===== config.mk =====
export PLATFORM = sky130hd
export DESIGN_NAME = nvmcc_top
export DESIGN_NICKNAME = d
export VERILOG_FILES = /design/src/nvmcc_pkg.sv /design/src/nvmcc_top.sv
export SDC_FILE = /design/constraint.sdc
export NUM_CORES = 1
export LEC_CHECK = 0
export BUFFER_PORTS_ARGS = -buffer_cell sky130_fd_sc_hd__buf_2
export CAP_MARGIN = 0
export CELL_PAD_IN_SITES_DETAIL_PLACEMENT = 1
export CELL_PAD_IN_SITES_GLOBAL_PLACEMENT = 1
export CORE_MARGIN = 8
export CORE_UTILIZATION = 35
export DETAILED_ROUTE_END_ITERATION = 16
export GPL_TIMING_DRIVEN = 0
export PLACE_DENSITY = 0.86
export SKIP_LAST_GASP = 1
export SLEW_MARGIN = 20
export SYNTH_ARGS = -nofsm -noshare
export SYNTH_HDL_FRONTEND = slang
export SYNTH_SLANG_ARGS = --single-unit

===== constraint.sdc =====
create_clock -name SYS_CLK -period 3 [get_ports SYS_CLK]
set_input_delay 0.75 -clock SYS_CLK [delete_from_list [all_inputs] [get_ports SYS_CLK]]
set_output_delay 0.75 -clock SYS_CLK [all_outputs]
set_load 0.02 [all_outputs]

===== src/nvmcc_pkg.sv =====
/*
 Package for the nonvolatile memory configuration block: register offsets,
 field positions, reset values and decode constants.
 Assumes a byte-wide register port and a single bus clock.
*/
package nvmcc_pkg;
   // Register offsets on the plain register port
   localparam logic [2:0] NVMCC_OFS_RATIO = 3'h0;
   localparam logic [2:0] NVMCC_OFS_CONFIG = 3'h1;
   localparam logic [2:0] NVMCC_OFS_OPTIONS = 3'h2;
   localparam logic [2:0] NVMCC_OFS_ECCCTL = 3'h3;
   localparam logic [2:0] NVMCC_OFS_STATUS = 3'h4;
   // Field positions
   localparam int NVMCC_LOADED_BIT = 7;
   localparam int NVMCC_PRESCALE_BIT = 6;
   localparam int NVMCC_RATIO_W = 6;
   localparam int NVMCC_PAGE_BIT = 6;
   localparam int NVMCC_LAYOUT_BIT = 5;
   // Reset values
   localparam logic [7:0] NVMCC_RATIO_RST = 8'h00;
   localparam logic NVMCC_PAGE_RST = 1'b0;
   localparam logic NVMCC_ECC_OFF_RST = 1'b1;
   // ECC configuration byte decode
   localparam logic [7:0] NVMCC_CFG_ERASED = 8'hFF;
   localparam logic [3:0] NVMCC_CFG_NIBBLE_ON = 4'h6;
   // Prescaler divides the bus clock by this count
   localparam int NVMCC_PRESCALE_DIV = 8;
   localparam logic [2:0] NVMCC_PRESCALE_LAST = 3'(NVMCC_PRESCALE_DIV - 1);
   // Bus clock and memory clock window
   localparam int NVMCC_BUS_HZ = 10000000;
   localparam int NVMCC_FCLK_MAX_HZ = 200000;
   localparam int NVMCC_FCLK_MIN_HZ = 150000;
   // EEPROM and flash sector geometry
   localparam int NVMCC_EE_SECTOR_BYTES = 8;
   localparam int NVMCC_EE_HALF_BYTES = 4;
   localparam int NVMCC_FLASH_SECTOR_ECC = 512;
   // Reset sequence length in bus cycles for the configuration fetch
   localparam logic [1:0] NVMCC_FETCH_CYCLES = 2'h2;
   typedef enum logic [1:0] {NVMCC_S_FETCH, NVMCC_S_DECIDE, NVMCC_S_RUN} nvmcc_state_t;
endpackage


===== src/nvmcc_top.sv =====
/*
 Configuration logic of the flash/EEPROM system: reset-time ECC enable
 decode, ECC parity encode/correct, EEPROM page mapping and the write-once
 program/erase clock divider.
 Assumes synchronous inputs, the configuration byte presented raw (parity
 ignored) on NVM_CFG_DATA during the reset sequence, and a plain register port.
*/
// Operation
// - Erased config byte leaves ECC disabled
// - Either nibble six at reset enables ECC
// - Decide from data bits, parity ignored
// - Parity of 0x66 equals 0xF
// - Debug controller may write ECC-off bit
// - Four parity bits per byte, correct singles
// - ECC on: 512-byte sectors, continuous remap
// - Only foreground EEPROM half is visible
// - Split mode: halves share addresses per page
// - Split mode erase clears all eight bytes
// - Whole mode: sector in one page only
// - Loaded flag read-only, set by first write
// - Ratio bits accept only first write
// - Program/erase blocked until ratio loaded
// - Prescale bit selects bus or bus/8
// - Memory clock is input over ratio+1
// - Timing pulse lasts one bus cycle per memory clock
// - Page select picks page shown in map
// - Hamming correction on every read with ECC
`timescale 1ns/1ps
module nvmcc_top
   import nvmcc_pkg::*;
#(
   parameter int EE_ADDR_W = 10
)
(
   // Clock and reset
   input wire logic SYS_CLK,
   input wire logic RST,
   // Register port
   input wire logic [2:0] REG_ADDR,
   input wire logic [7:0] REG_WDATA,
   input wire logic REG_WR,
   input wire logic REG_RD,
   input wire logic REG_BDM,
   output logic [7:0] REG_RDATA,
   // Configuration byte fetched during reset sequence
   input wire logic [7:0] NVM_CFG_DATA,
   output logic CFG_FETCH_BUSY,
   // ECC datapath
   input wire logic [7:0] ECC_WR_DATA,
   output logic [3:0] ECC_WR_PARITY,
   input wire logic [7:0] ECC_RD_DATA,
   input wire logic [3:0] ECC_RD_PARITY,
   output logic [7:0] ECC_RD_FIXED,
   output logic ECC_RD_CORRECTED,
   output logic ECC_OFF,
   output logic FLASH_SECTOR_512,
   // EEPROM mapping
   input wire logic [EE_ADDR_W-1:0] EE_CPU_ADDR,
   input wire logic EE_ERASE_REQ,
   output logic [EE_ADDR_W:0] EE_ARRAY_ADDR,
   output logic [1:0] EE_ERASE_PAGES,
   // Program/erase control
   input wire logic PE_REQ,
   output logic PE_ALLOWED,
   output logic PE_TICK
);

   nvmcc_state_t state_q;
   logic [1:0] fetch_cnt_q;
   logic ecc_off_q;
   logic [7:0] ratio_q;
   logic page_q;
   logic layout_q;
   logic [2:0] pre_cnt_q;
   logic [NVMCC_RATIO_W-1:0] div_cnt_q;
   logic tick_q;
   logic [7:0] rdata_q;
   logic nib_hit;
   logic pre_tick;
   logic div_in;
   logic loaded;

   // Parity generator for a byte, Hamming (12,8) positions
   function automatic logic [3:0] nvmcc_parity(input logic [7:0] d);
      logic [3:0] p;
      // Columns per data bit 0..7: 5,3,9,6,7,A,C,B (all distinct, none a single bit)
      p[0] = d[0] ^ d[1] ^ d[2] ^ d[4] ^ d[7];
      p[1] = d[1] ^ d[3] ^ d[4] ^ d[5] ^ d[7];
      p[2] = d[0] ^ d[3] ^ d[4] ^ d[6];
      p[3] = d[2] ^ d[5] ^ d[6] ^ d[7];
      // Offset makes erased 0xFF give parity 0x0 and 0x66 give 0xF
      return p ^ 4'h3;
   endfunction

   // Offset cancels in the syndrome, so correction is unaffected by it
   assign ECC_WR_PARITY = nvmcc_parity(ECC_WR_DATA);

   // Syndrome decode corrects one flipped data bit while ECC is on
   logic [3:0] syn;
   logic [7:0] flip;
   assign syn = nvmcc_parity(ECC_RD_DATA) ^ ECC_RD_PARITY;
   always_comb
   begin
      flip = 8'h00;
      unique case (syn)
         4'h5: flip = 8'h01;
         4'h3: flip = 8'h02;
         4'h9: flip = 8'h04;
         4'h6: flip = 8'h08;
         4'h7: flip = 8'h10;
         4'hA: flip = 8'h20;
         4'hC: flip = 8'h40;
         4'hB: flip = 8'h80;
         default: flip = 8'h00;
      endcase
   end
   assign ECC_RD_FIXED = ecc_off_q ? ECC_RD_DATA : (ECC_RD_DATA ^ flip);
   assign ECC_RD_CORRECTED = !ecc_off_q && (flip != 8'h00);
   assign FLASH_SECTOR_512 = !ecc_off_q;
   assign ECC_OFF = ecc_off_q;

   // Either nibble matching covers a single flipped bit in the other
   assign nib_hit = (NVM_CFG_DATA[3:0] == NVMCC_CFG_NIBBLE_ON) ||
                    (NVM_CFG_DATA[7:4] == NVMCC_CFG_NIBBLE_ON);

   // Reset sequence: fetch the configuration byte, then decide
   always_ff @(posedge SYS_CLK or posedge RST)
   begin
      if (RST)
      begin
         state_q <= NVMCC_S_FETCH;
         fetch_cnt_q <= 2'h0;
      end
      else
      begin
         unique case (state_q)
            NVMCC_S_FETCH:
            begin
               fetch_cnt_q <= fetch_cnt_q + 2'h1;
               if (fetch_cnt_q == NVMCC_FETCH_CYCLES - 2'h1)
                  state_q <= NVMCC_S_DECIDE;
            end
            NVMCC_S_DECIDE: state_q <= NVMCC_S_RUN;
            NVMCC_S_RUN: state_q <= NVMCC_S_RUN;
         endcase
      end
   end
   assign CFG_FETCH_BUSY = (state_q != NVMCC_S_RUN);

   // ECC-off bit: decided once per reset, debug controller may override
   always_ff @(posedge SYS_CLK or posedge RST)
   begin
      if (RST)
         ecc_off_q <= NVMCC_ECC_OFF_RST;
      else if (state_q == NVMCC_S_DECIDE)
         ecc_off_q <= !nib_hit;
      else if (REG_WR && REG_BDM && REG_ADDR == NVMCC_OFS_ECCCTL)
         ecc_off_q <= REG_WDATA[0];
   end

   // Write-once clock ratio register
   assign loaded = ratio_q[NVMCC_LOADED_BIT];
   always_ff @(posedge SYS_CLK or posedge RST)
   begin
      if (RST)
         ratio_q <= NVMCC_RATIO_RST;
      else if (REG_WR && REG_ADDR == NVMCC_OFS_RATIO && !loaded)
         ratio_q <= {1'b1, REG_WDATA[6:0]};
   end

   // EEPROM page select and sector layout
   always_ff @(posedge SYS_CLK or posedge RST)
   begin
      if (RST)
      begin
         page_q <= NVMCC_PAGE_RST;
         layout_q <= 1'b0;
      end
      else if (REG_WR && REG_ADDR == NVMCC_OFS_CONFIG)
         page_q <= REG_WDATA[NVMCC_PAGE_BIT];
      else if (REG_WR && REG_ADDR == NVMCC_OFS_OPTIONS)
         layout_q <= REG_WDATA[NVMCC_LAYOUT_BIT];
   end

   // Prescaler gives one enable every eight bus cycles
   always_ff @(posedge SYS_CLK or posedge RST)
   begin
      if (RST)
         pre_cnt_q <= 3'h0;
      else
         pre_cnt_q <= pre_tick ? 3'h0 : pre_cnt_q + 3'h1;
   end
   assign pre_tick = (pre_cnt_q == NVMCC_PRESCALE_LAST);
   assign div_in = ratio_q[NVMCC_PRESCALE_BIT] ? pre_tick : 1'b1;

   // Ratio divider; runs only once loaded so a late write cannot glitch it
   always_ff @(posedge SYS_CLK or posedge RST)
   begin
      if (RST)
      begin
         div_cnt_q <= '0;
         tick_q <= 1'b0;
      end
      else
      begin
         tick_q <= 1'b0;
         if (loaded && div_in)
         begin
            if (div_cnt_q == ratio_q[NVMCC_RATIO_W-1:0])
            begin
               div_cnt_q <= '0;
               tick_q <= 1'b1;
            end
            else
               div_cnt_q <= div_cnt_q + {{(NVMCC_RATIO_W-1){1'b0}}, 1'b1};
         end
      end
   end
   // Memory clock must sit in 150-200 kHz; that is software's choice of ratio
   assign PE_TICK = tick_q;
   assign PE_ALLOWED = loaded && PE_REQ;

   // EEPROM mapping: page bit is the extra array address bit
   always_comb
   begin
      EE_ARRAY_ADDR = {page_q, EE_CPU_ADDR};
      if (layout_q)
         EE_ERASE_PAGES = EE_ERASE_REQ ? (page_q ? 2'b10 : 2'b01) : 2'b00;
      else
         EE_ERASE_PAGES = EE_ERASE_REQ ? 2'b11 : 2'b00;
   end

   // Read data appear one cycle after the strobe
   always_ff @(posedge SYS_CLK or posedge RST)
   begin
      if (RST)
         rdata_q <= 8'h00;
      else if (REG_RD)
      begin
         unique case (REG_ADDR)
            NVMCC_OFS_RATIO: rdata_q <= ratio_q;
            NVMCC_OFS_CONFIG: rdata_q <= {1'b0, page_q, 6'h00};
            NVMCC_OFS_OPTIONS: rdata_q <= {2'b00, layout_q, 5'h00};
            NVMCC_OFS_ECCCTL: rdata_q <= {7'h00, ecc_off_q};
            NVMCC_OFS_STATUS: rdata_q <= {6'h00, CFG_FETCH_BUSY, loaded};
            default: rdata_q <= 8'h00;
         endcase
      end
      else
         rdata_q <= 8'h00;
   end
   assign REG_RDATA = rdata_q;

   a_parity_cfg_pattern: assert property (@(posedge SYS_CLK) disable iff (RST)
      (ECC_WR_DATA == 8'h66) |-> (ECC_WR_PARITY == 4'hF))
      else $error("parity of config pattern wrong");
   a_ecc_off_erased: assert property (@(posedge SYS_CLK) disable iff (RST)
      (state_q == NVMCC_S_DECIDE && NVM_CFG_DATA == NVMCC_CFG_ERASED) |=> ecc_off_q)
      else $error("erased config enabled ECC");
   a_ecc_on_nibble: assert property (@(posedge SYS_CLK) disable iff (RST)
      (state_q == NVMCC_S_DECIDE && nib_hit) |=> !ecc_off_q)
      else $error("nibble six did not enable ECC");
   a_ecc_off_hold: assert property (@(posedge SYS_CLK) disable iff (RST)
      (state_q == NVMCC_S_RUN && !(REG_WR && REG_BDM && REG_ADDR == NVMCC_OFS_ECCCTL))
      |=> $stable(ecc_off_q))
      else $error("ECC-off bit changed without cause");
   a_ratio_once: assert property (@(posedge SYS_CLK) disable iff (RST)
      loaded |=> $stable(ratio_q))
      else $error("ratio changed after load");
   a_loaded_set: assert property (@(posedge SYS_CLK) disable iff (RST)
      (REG_WR && REG_ADDR == NVMCC_OFS_RATIO) |=> loaded)
      else $error("loaded flag not set by write");
   a_pe_blocked: assert property (@(posedge SYS_CLK) disable iff (RST)
      !loaded |-> !PE_ALLOWED && !PE_TICK)
      else $error("program allowed before ratio load");
   a_tick_spacing: assert property (@(posedge SYS_CLK) disable iff (RST)
      (PE_TICK && !ratio_q[NVMCC_PRESCALE_BIT] && ratio_q[5:0] == 6'h01) |-> ##2 PE_TICK)
      else $error("memory clock ratio wrong");
   a_erase_split: assert property (@(posedge SYS_CLK) disable iff (RST)
      (EE_ERASE_REQ && !layout_q) |-> EE_ERASE_PAGES == 2'b11)
      else $error("split erase missed a half");

   // Decode relies on the upper nibble alone when the lower one is damaged
   a_cfg_high_nibble: assert property (@(posedge SYS_CLK) disable iff (RST)
      (state_q == NVMCC_S_DECIDE && NVM_CFG_DATA[7:4] == NVMCC_CFG_NIBBLE_ON)
      |=> !ecc_off_q)
      else $error("upper nibble six ignored");

   // With ECC off the read path must pass data untouched
   a_ecc_bypass: assert property (@(posedge SYS_CLK) disable iff (RST)
      ecc_off_q |-> (ECC_RD_FIXED == ECC_RD_DATA) && !ECC_RD_CORRECTED)
      else $error("read data altered with ECC off");

   // A flip of data bit 4 is put back while ECC is on
   a_single_fix: assert property (@(posedge SYS_CLK) disable iff (RST)
      (!ecc_off_q && ECC_RD_PARITY == nvmcc_parity(ECC_RD_DATA ^ 8'h10))
      |-> (ECC_RD_FIXED == (ECC_RD_DATA ^ 8'h10)) && ECC_RD_CORRECTED)
      else $error("single-bit fault not corrected");

   // First ratio write lands as written
   a_ratio_first: assert property (@(posedge SYS_CLK) disable iff (RST)
      (REG_WR && REG_ADDR == NVMCC_OFS_RATIO && !loaded)
      |=> ratio_q[6:0] == $past(REG_WDATA[6:0]))
      else $error("first ratio write lost");

   // Late writes must not touch the running divider settings
   a_ratio_ignore: assert property (@(posedge SYS_CLK) disable iff (RST)
      (REG_WR && REG_ADDR == NVMCC_OFS_RATIO && loaded)
      |=> $stable(ratio_q) && $stable(div_cnt_q) || $past(div_in))
      else $error("late ratio write disturbed divider");

   // Loaded flag is what software reads in bit 7
   a_loaded_read: assert property (@(posedge SYS_CLK) disable iff (RST)
      (REG_RD && REG_ADDR == NVMCC_OFS_RATIO) |=> REG_RDATA[7] == $past(loaded))
      else $error("loaded flag read wrong");

   // Program/erase permitted once loaded
   a_pe_allowed: assert property (@(posedge SYS_CLK) disable iff (RST)
      (loaded && PE_REQ) |-> PE_ALLOWED)
      else $error("program refused after ratio load");

   // Prescaled divider advances only on the divide-by-eight enable
   a_prescale_gate: assert property (@(posedge SYS_CLK) disable iff (RST)
      (ratio_q[NVMCC_PRESCALE_BIT] && !pre_tick) |=> $stable(div_cnt_q))
      else $error("divider ran between prescale enables");

   // A timing pulse is one bus cycle wide unless the period is one cycle
   a_tick_width: assert property (@(posedge SYS_CLK) disable iff (RST)
      (PE_TICK && (ratio_q[NVMCC_PRESCALE_BIT] || ratio_q[5:0] != 6'h00)) |=> !PE_TICK)
      else $error("timing pulse too long");

   // Page bit forms the top array address bit, low bits pass through
   a_page_map: assert property (@(posedge SYS_CLK) disable iff (RST)
      (EE_ARRAY_ADDR[EE_ADDR_W] == page_q) && (EE_ARRAY_ADDR[EE_ADDR_W-1:0] == EE_CPU_ADDR))
      else $error("EEPROM page mapping wrong");

   // Whole-sector erase touches only the foreground page
   a_erase_whole: assert property (@(posedge SYS_CLK) disable iff (RST)
      (EE_ERASE_REQ && layout_q) |-> EE_ERASE_PAGES == (page_q ? 2'b10 : 2'b01))
      else $error("whole erase hit background page");

   // No erase request, no page erased
   a_erase_idle: assert property (@(posedge SYS_CLK) disable iff (RST)
      !EE_ERASE_REQ |-> EE_ERASE_PAGES == 2'b00)
      else $error("erase without request");

   // Sector size follows the ECC state
   a_sector_size: assert property (@(posedge SYS_CLK) disable iff (RST)
      FLASH_SECTOR_512 == !ECC_OFF)
      else $error("sector size does not follow ECC");

endmodule


After elaboration in Yosys (flattened, before gate mapping)
Memory sizes are Yosys's and may differ from the RTL's.
Cells that the tools add are included.
{"block": "op_classes", "n_addsub": 3, "n_eq_ne": 13, "n_mux": 16, "bitwise_logic": 33, "n_reduce_logical": 19}
{"op": "$pmux 8 s5", "count": 1}
{"op": "$xor 1x1->1", "count": 28}
{"op": "$mux 8", "count": 2}
{"op": "$mux 2", "count": 5}
{"op": "$logic_and 1x1->1", "count": 9}
{"op": "$eq 4x3->1 const B", "count": 2}
{"op": "$reduce_bool 8->1", "count": 1}
{"op": "$xor 8x8->8", "count": 1}
{"op": "$add 6x1->6 const B", "count": 1}
{"op": "$eq 3x2->1 const B", "count": 2}
{"op": "$eq 3x3->1 const B", "count": 2}
{"op": "$eq 6x6->1", "count": 1}
{"op": "$mux 6", "count": 1}
{"op": "$mux 1", "count": 5}
{"op": "$eq 2x1->1 const B", "count": 2}
{"op": "$ne 2x2->1 const B", "count": 2}
{"op": "$not 2->2", "count": 2}
{"op": "$pmux 2 s2", "count": 1}
{"op": "$xor 4x4->4", "count": 1}
{"op": "$add 3x1->3 const B", "count": 1}
{"op": "$eq 3x1->1 const B", "count": 1}
{"op": "$logic_not 1->1", "count": 3}
{"op": "$logic_not 3->1", "count": 1}
{"op": "$mux 3", "count": 1}
{"op": "8 further kinds", "count": 8}
{"block": "word_totals", "register_bits": 33, "romBits": 128, "inputBits": 56, "memories": 1}
{"memory": "(name not given)", "depth": 16, "width": 8, "read_ports": 1, "rd_ports_with_merged_regs": 0, "write_ports": 0, "line": "nvmcc_top.sv:105", "rtl": "unique case (syn)"}

Depth between registers and ports, before layout
Gate-level depths: netlist (run 1).
An unclocked memory read counts as a cell.
{"block": "depth", "ltp_word": 9, "depth_mapped": 7, "ltp_nobuf": 7}

Worst setup path before layout (run 1)
No wires, ideal clock.
{"block": "synth_path", "path_type": "input -> output", "startpoint": "input port ECC_RD_DATA[0]", "endpoint": "output port ECC_RD_CORRECTED", "arrival_ps": 2249, "required_ps": 2250, "setup_slack_ps": 1, "stages": 5, "cell_sequence": "xnor3_2 -> xor2_2 -> inv_1 -> maj3_2 -> a211oi_2"}
{"block": "synth_between", "elab_chain_len": 9, "elab_cells_between_ends": 12, "cone_classes": "9 x bitwise; 2 x reduce/logical; 1 x memory"}
{"item": "from (decl)", "line": "nvmcc_top.sv:51", "rtl": "input wire logic [7:0] ECC_RD_DATA,"}
{"item": "$xor 1x1->1 (4 in series)", "line": "nvmcc_top.sv:87", "rtl": "p[0] = d[0] ^ d[1] ^ d[2] ^ d[4] ^ d[7];"}
{"item": "$not 2->2 (no source line)"}
{"item": "$xor 4x4->4 *", "line": "nvmcc_top.sv:101", "rtl": "assign syn = nvmcc_parity(ECC_RD_DATA) ^ ECC_RD_PARITY;"}
{"item": "$mem_v2 16x8 *"}
{"item": "$reduce_bool 8->1 *", "line": "nvmcc_top.sv:118", "rtl": "assign ECC_RD_CORRECTED = !ecc_off_q && (flip != 8'h00);"}
{"item": "$logic_and 1x1->1 *", "line": "nvmcc_top.sv:118"}
{"item": "to (decl)", "line": "nvmcc_top.sv:54", "rtl": "output logic ECC_RD_CORRECTED,"}
Every way passes the cells marked *; elsewhere a longest branch is shown, timed or not.

Worst setup path in the final report (run 1)
{"block": "layout_path", "startpoint": "input port ECC_RD_PARITY[2]", "endpoint": "output port ECC_RD_CORRECTED"}
{"block": "layout_between", "elab_chain_len": 4}
{"item": "from (decl)", "line": "nvmcc_top.sv:52", "rtl": "input wire logic [3:0] ECC_RD_PARITY,"}
{"item": "$xor 4x4->4", "line": "nvmcc_top.sv:101"}
{"item": "$mem_v2 16x8"}
{"item": "$reduce_bool 8->1", "line": "nvmcc_top.sv:118"}
{"item": "$logic_and 1x1->1", "line": "nvmcc_top.sv:118"}
No other way between the ends.

==> flow_summary.toml, run 1 <==
[run_status]
outcome = "finished, violations left"
violations = "setup timing"

[clock_tree]
cts_tree = "done"
cts.sinks = 33
clk_latency_ns = 0.28
hold_buffers = 0
cts_made_buffers = 5
cts_root_buf = "clkbuf_8"
clock_path_buffers = 2
clk_pin_slew_worst_paths_ns = 0.06
htreeDepth = 2

[floorplanning]
initial_core_util = 0.357
core_area_sq_mm = 0.00585
ios = 95
die_x_um = 93.2
rows = 28
fp.dieArea_sq_mm = 0.00869
die_h_um = 93.2

[synthesis]
syn-cell-area_sq_mm = 0.00209
postSynthCellCount = 190
yosysSeqAreaShare = 0.396
synth_edf_count = 0
synth_area_leaders = "dfrtp_1, xnor2_1, xor2_1"
synth_common_cells = "dfrtp_1, xnor2_1, buf_4, inv_1, xor2_1"
yosys.area.top_type = "dfrtp_1"
ys_ff_latch = 33
yosysMostFrequentCell = "dfrtp_1"
syn_nets = 253
synth_top_area_frac = 0.383
ys.warnings.count = 0
synth_cell_types = 40
ys.flop_type = "dfrtp_1"
syn_avg_cell_area_sq_um = 11.0
synthArstFlopShare = 1.00

[setup_path]
worst-endpoint-required_ns = 2.25
r2r-start = "pre_cnt_q[0]"
r2r-end = "div_cnt_q[0]"
cp_max_fo = 5
start_kind = "input port"
r2r_setup_slack_ns = 0.89
arrival_ns = 2.30
r2r_cells = 7
crit_type = "input port to output port"
worstSetupEndpointType = "output port"

[power]
power_density_mw_per_mm2 = 525
combinationalPowerShare = 0.428
swShare = 0.376
power.internal_w = 0.000966
p_seq_frac = 0.365
p_leak_nw = 1.50
peakVddDrop_v = 0.000301
p_clk_frac = 0.206
switchingPower_w = 0.000581

[final_layout]
antenna_cells = 0
finalInstanceArea_sq_mm = 0.00295
drive_above_1_share = 0.476
fin_cells = 363
area_growth_pct = 41.1
nNetsFinal = 350

[detailed_routing]
drt_iter0_drc = 45
drt-pass1-iter-count = 4
wl_um = 6240
via_per_inst = 4.83
antenna_left = 0
via_count = 1754
route.detailed.drc = 0
wire_per_inst_um = 17.2

[timing]
fin_ws_ns = -0.0535
period_share = 1.02
setup_viol = 8
holdWs_ns = 0.428
max_freq_ghz = 0.327
skew_ns = 0.00603
period_minus_slack_ns = 3.05
rsz0062_at_grt = "true"
relSlewSlack = 0.390
finalMaxSlewViolations = 0
worstMarginPinSlew_ns = 0.907
hold_viol = 0

[global_routing]
grt_usage = 0.145
grt_pass1_vias = 1954
grt_overflow_total = 0
grt_pass1_wl_um = 9930
grt_max_degree = 34
antenna_found_initial = 0

[place]
placed_cell_area_sq_mm = 0.00260
gp_congestion = 0.767
place_inst = 348
numPortBuffers = 83
hpwlAfterDp_um = 4930

[min_path]
hold-path-cell-count = 1
whs_endpoint = "pre_cnt_q[0]"
hold_class = "flip-flop to flip-flop"
min_from = "pre_cnt_q[0]"

[run]
maxCapViolCount = 0
-- per-stage QoR --
step / util / setup slack [ns] / total power [W] / TNS, ns
2_1_floorplan: - / 0.00147 / 0.000944 / 0
3_3_place_gp: 0.444 / -0.226 / 0.00110 / -1.23
3_5_place_dp: 0.444 / -0.288 / 0.00112 / -1.92
4_1_cts: 0.497 / -0.0538 / 0.00155 / -0.130
5_1_grt: 0.504 / -0.125 / 0.00165 / -0.907
6_report: 0.504 / -0.0535 / 0.00155 / -0.246
-- power by group through the flow --
stage / registers [W] / logic (W) / clock network (W)
detailed placement: 0.000569 / 0.000556 / 0
global placement: 0.000564 / 0.000532 / 0
finish: 0.000565 / 0.000663 / 0.000319
global route: 0.000574 / 0.000726 / 0.000352
CTS: 0.000566 / 0.000654 / 0.000329
floorplan: 0.000569 / 0.000375 / 0
-- flip-flops by register name (all words and copies together) (netlist names) --
| name | count |
|---|---|
| layout_q | 1 |
| REG_RDATA | 8 |
| ratio_q | 8 |
| div_cnt_q | 6 |
| pre_cnt_q | 3 |
| state_q | 2 |
| PE_TICK | 1 |
| fetch_cnt_q | 2 |
| page_q | 1 |
| ECC_OFF | 1 |
-- layout by cell type (no fill, tap or decap), types with 6 or more instances in the layout --
master   netlist  routed
xnor2_1       27      21
mux2i_1        6       6
xor2_1        11      10
nor2_1        10      10
dfrtp_1       32      32
ha_1           7       7
buf_2          0      70
buf_6          0       8
buf_4         11      22
inv_1         11      10
nand2_1        9       9
-- what timing repair did --
| item | CTS | global route |
|---|---|---|
| resized for setup | 35 | 5 |
| setup buffers | 5 | 2 |
| pin swaps | 19 | 9 |
| endpoints found under the setup margin | 9 | 9 |
-- routing by layer --
metal | routed length [um] | vias up | global-route usage | part of all wire
li1 | - | 834 | - | -
met1 | 2400 | 853 | 0.165 | 0.38
met2 | 3280 | 61 | 0.258 | 0.53
met3 | 477 | 6 | 0.0401 | 0.076
met4 | 83 | 0 | 0.0403 | 0.013
met5 | 0 | - | 0 | 0
-- how the worst max path moves through the flow --
stage,startpoint,endpoint,slack [ns],depth (start not counted)
floorplan,ECC_RD_DATA[0],ECC_RD_CORRECTED,0.001,5
global placement,ECC_RD_DATA[0],ECC_RD_CORRECTED,-0.23,7
detailed placement,ECC_RD_DATA[0],ECC_RD_CORRECTED,-0.29,7
CTS,ECC_RD_PARITY[2],ECC_RD_FIXED[2],-0.05,8
global route,ECC_RD_PARITY[2],ECC_RD_FIXED[2],-0.13,8
finish,ECC_RD_PARITY[2],ECC_RD_CORRECTED,-0.05,7
-- area by class of cell --
type / instances / area (sq um)
Sequential cell: 33 / 827
Fill cell: 680 / 2900
Multi-Input combinational cell: 133 / 1270
Clock inverter: 2 / 10.0
Timing Repair Buffer: 90 / 538
Clock buffer: 6 / 72.6
Tap cell: 75 / 93.8
Inverter: 11 / 41.3
Buffer: 13 / 90.1
-- logic make-up after synthesis --
family,after synthesis,share of synthesized area
xor gates and xnor gates,45,0.228
adders and majority gates,8,0.0473
buffers and inverters,24,0.0629
muxes,14,0.0719
AOI/OAI and AO/OA,14,0.0485
DFF,33,0.396
and+or+nand+nor,52,0.145
-- critical path, cell delays in order --
cell and delay [ns]:
buf_6 0.09, xnor3_2 0.43, xor2_4 0.24, inv_1 0.08, maj3_2 0.32, a211oi_2 0.21, buf_4 0.18
Note: power is estimated with default switching activity, not from simulation.
==> run 2: changes to the inputs <==
--- a/config.mk
+++ b/config.mk
@@ -16,2 +16,3 @@
 export PLACE_DENSITY = 0.86
+export RECOVER_POWER = 25
 export SKIP_LAST_GASP = 1
--- a/constraint.sdc
+++ b/constraint.sdc
@@ -3,2 +3,2 @@
 set_output_delay 0.75 -clock SYS_CLK [all_outputs]
-set_load 0.02 [all_outputs]
+set_load 0.05 [all_outputs]
==> flow_summary.toml, run 2 (synthesis gave the netlist of run 1 again) <==
[floorplanning]
core_area_sq_mm = 0.00585
initial_core_util = 0.357
rows = 28
die_h_um = 93.2
die_x_um = 93.2
fp.dieArea_sq_mm = 0.00869
ios = 95

[timing]
relSlewSlack = 0.173
hold_viol = 0
max_freq_ghz = 0.310
fin_ws_ns = -0.225
worstMarginPinSlew_ns = 1.24
setup_viol = 9
period_minus_slack_ns = 3.23
period_share = 1.08
holdWs_ns = 0.480
skew_ns = 0.00974
rsz0062_at_grt = "true"
finalMaxSlewViolations = 0

[power]
switchingPower_w = 0.000810
peakVddDrop_v = 0.000371
p_seq_frac = 0.301
p_leak_nw = 1.65
swShare = 0.429
power_density_mw_per_mm2 = 583
power.internal_w = 0.00108
combinationalPowerShare = 0.515
p_clk_frac = 0.184

[setup_path]
arrival_ns = 2.48
worst-endpoint-required_ns = 2.25
startpoint = "ECC_RD_DATA[5]"
cp_max_fo = 3
crit_type = "input port to output port"
start_kind = "input port"
worstSetupEndpointType = "output port"
r2r_setup_slack_ns = 0.78
r2r-start = "pre_cnt_q[0]"

[detailed_routing]
antenna_left = 0
drt_iter0_drc = 92
wire_per_inst_um = 21.5
route.detailed.drc = 0
via_per_inst = 5.05
via_count = 1888
wl_um = 8030
drt-pass1-iter-count = 4

[final_layout]
nNetsFinal = 361
mostFrequentLayoutCell = "buf_2"
drive_above_1_share = 0.523
fillers = 634
final_util = 0.554
register_area_sq_um = 827
multiInputGateArea_sq_mm = 0.00139
final_cell_mix = "buf_2, dfrtp_1, buf_4, xnor2_1, buf_6"
area_growth_pct = 55.2
finalInstanceArea_sq_mm = 0.00324

[clock_tree]
cts.sinks = 33
cts_made_buffers = 5
hold_buffers = 0
clock_path_buffers = 2
htreeDepth = 2
clk_latency_ns = 0.29
cts_tree = "done"
cts_root_buf = "clkbuf_8"
clk_pin_slew_worst_paths_ns = 0.06

[run_status]
violations = "setup timing"
outcome = "finished, violations left"

[min_path]
hold_class = "flip-flop to flip-flop"
min_from = "fetch_cnt_q[0]"

[place]
gp_congestion = 0.724
numPortBuffers = 83
hpwlAfterDp_um = 4760
placed_cell_area_sq_mm = 0.00273

[global_routing]
grt_pass1_wl_um = 10900
antenna_found_initial = 1
grt_overflow_total = 0
grt_max_degree = 34
grt_usage = 0.162
grt_pass1_vias = 2069

[run]
maxCapViolCount = 0
-- run 2: cell count changes in the layout (fill, tap and decap cells not counted), sizes merged --
cell	before	now
buf	102	113
clkinv	2	0
clkbuf	7	8
diode	0	1
-- run 2: stage by stage --
stage	power, W	cells	TNS [ns]	worst slack [ns]
finish	0.00189	374	-1.53	-0.225
global route	0.00197	374	-2.10	-0.265
CTS	0.00181	367	-0.942	-0.149
detailed placement	0.00131	348	-2.21	-0.379
global placement	0.00128	348	-1.80	-0.310
floorplan	0.00113	190	-0.140	-0.0824
-- run 2: area by class of cell --
cell class              instances  area share
repair buffers                101       0.218
diodes                          1    0.000772
clock buffers                   7      0.0266
plain buffers                  13      0.0278
multi-input cells             133       0.430
inverters                      11      0.0127
well taps                      75      0.0290
flip-flops and latches         33       0.255
-- run 2: power by group through the flow --
| stage | Clock, W | Sequential (W) | Combinational, W |
|---|---|---|---|
| after floorplan | 0 | 0.000599 | 0.000533 |
| after global placement | 0 | 0.000564 | 0.000720 |
| after global routing | 0.000374 | 0.000575 | 0.00103 |
| final | 0.000348 | 0.000568 | 0.000973 |
| after detailed placement | 0 | 0.000570 | 0.000741 |
| after CTS | 0.000351 | 0.000565 | 0.000893 |
-- run 2: worst paths after layout --
| path | to | cells after the start |
|---|---|---|
| worst max-delay path | ECC_RD_FIXED[6] | 7 |
| worst min-delay path | fetch_cnt_q[0] | 1 |
| worst max register to register | div_cnt_q[3] | 7 |
| worst min register to register | fetch_cnt_q[0] | 1 |
| max in group asynchronous | ratio_q[2] | 2 |
| min in group asynchronous | pre_cnt_q[0] | 2 |
-- run 2: metal layers --
layer	up-vias	share of wire	global-route usage
met3	16	0.052	0.0401
met2	79	0.57	0.308
met1	949	0.35	0.165
met5	-	0	0
met4	0	0.026	0.0604
li1	844	-	-
-- run 2: timing repair --
action / 4_1_cts / 5_1_grt
pin swaps: 19 / 16
setup endpoints to repair: 9 / 9
resized for setup: 47 / 18
gates cloned: 0 / 0
setup buffers: 12 / 6
-- run 2: critical path, stage by stage --
cell and delay (ns):
buf_2 0.16, xor3_2 0.47, xnor2_4 0.26, nand2_1 0.15
nor3_2 0.25, xor2_2 0.20, buf_4 0.23
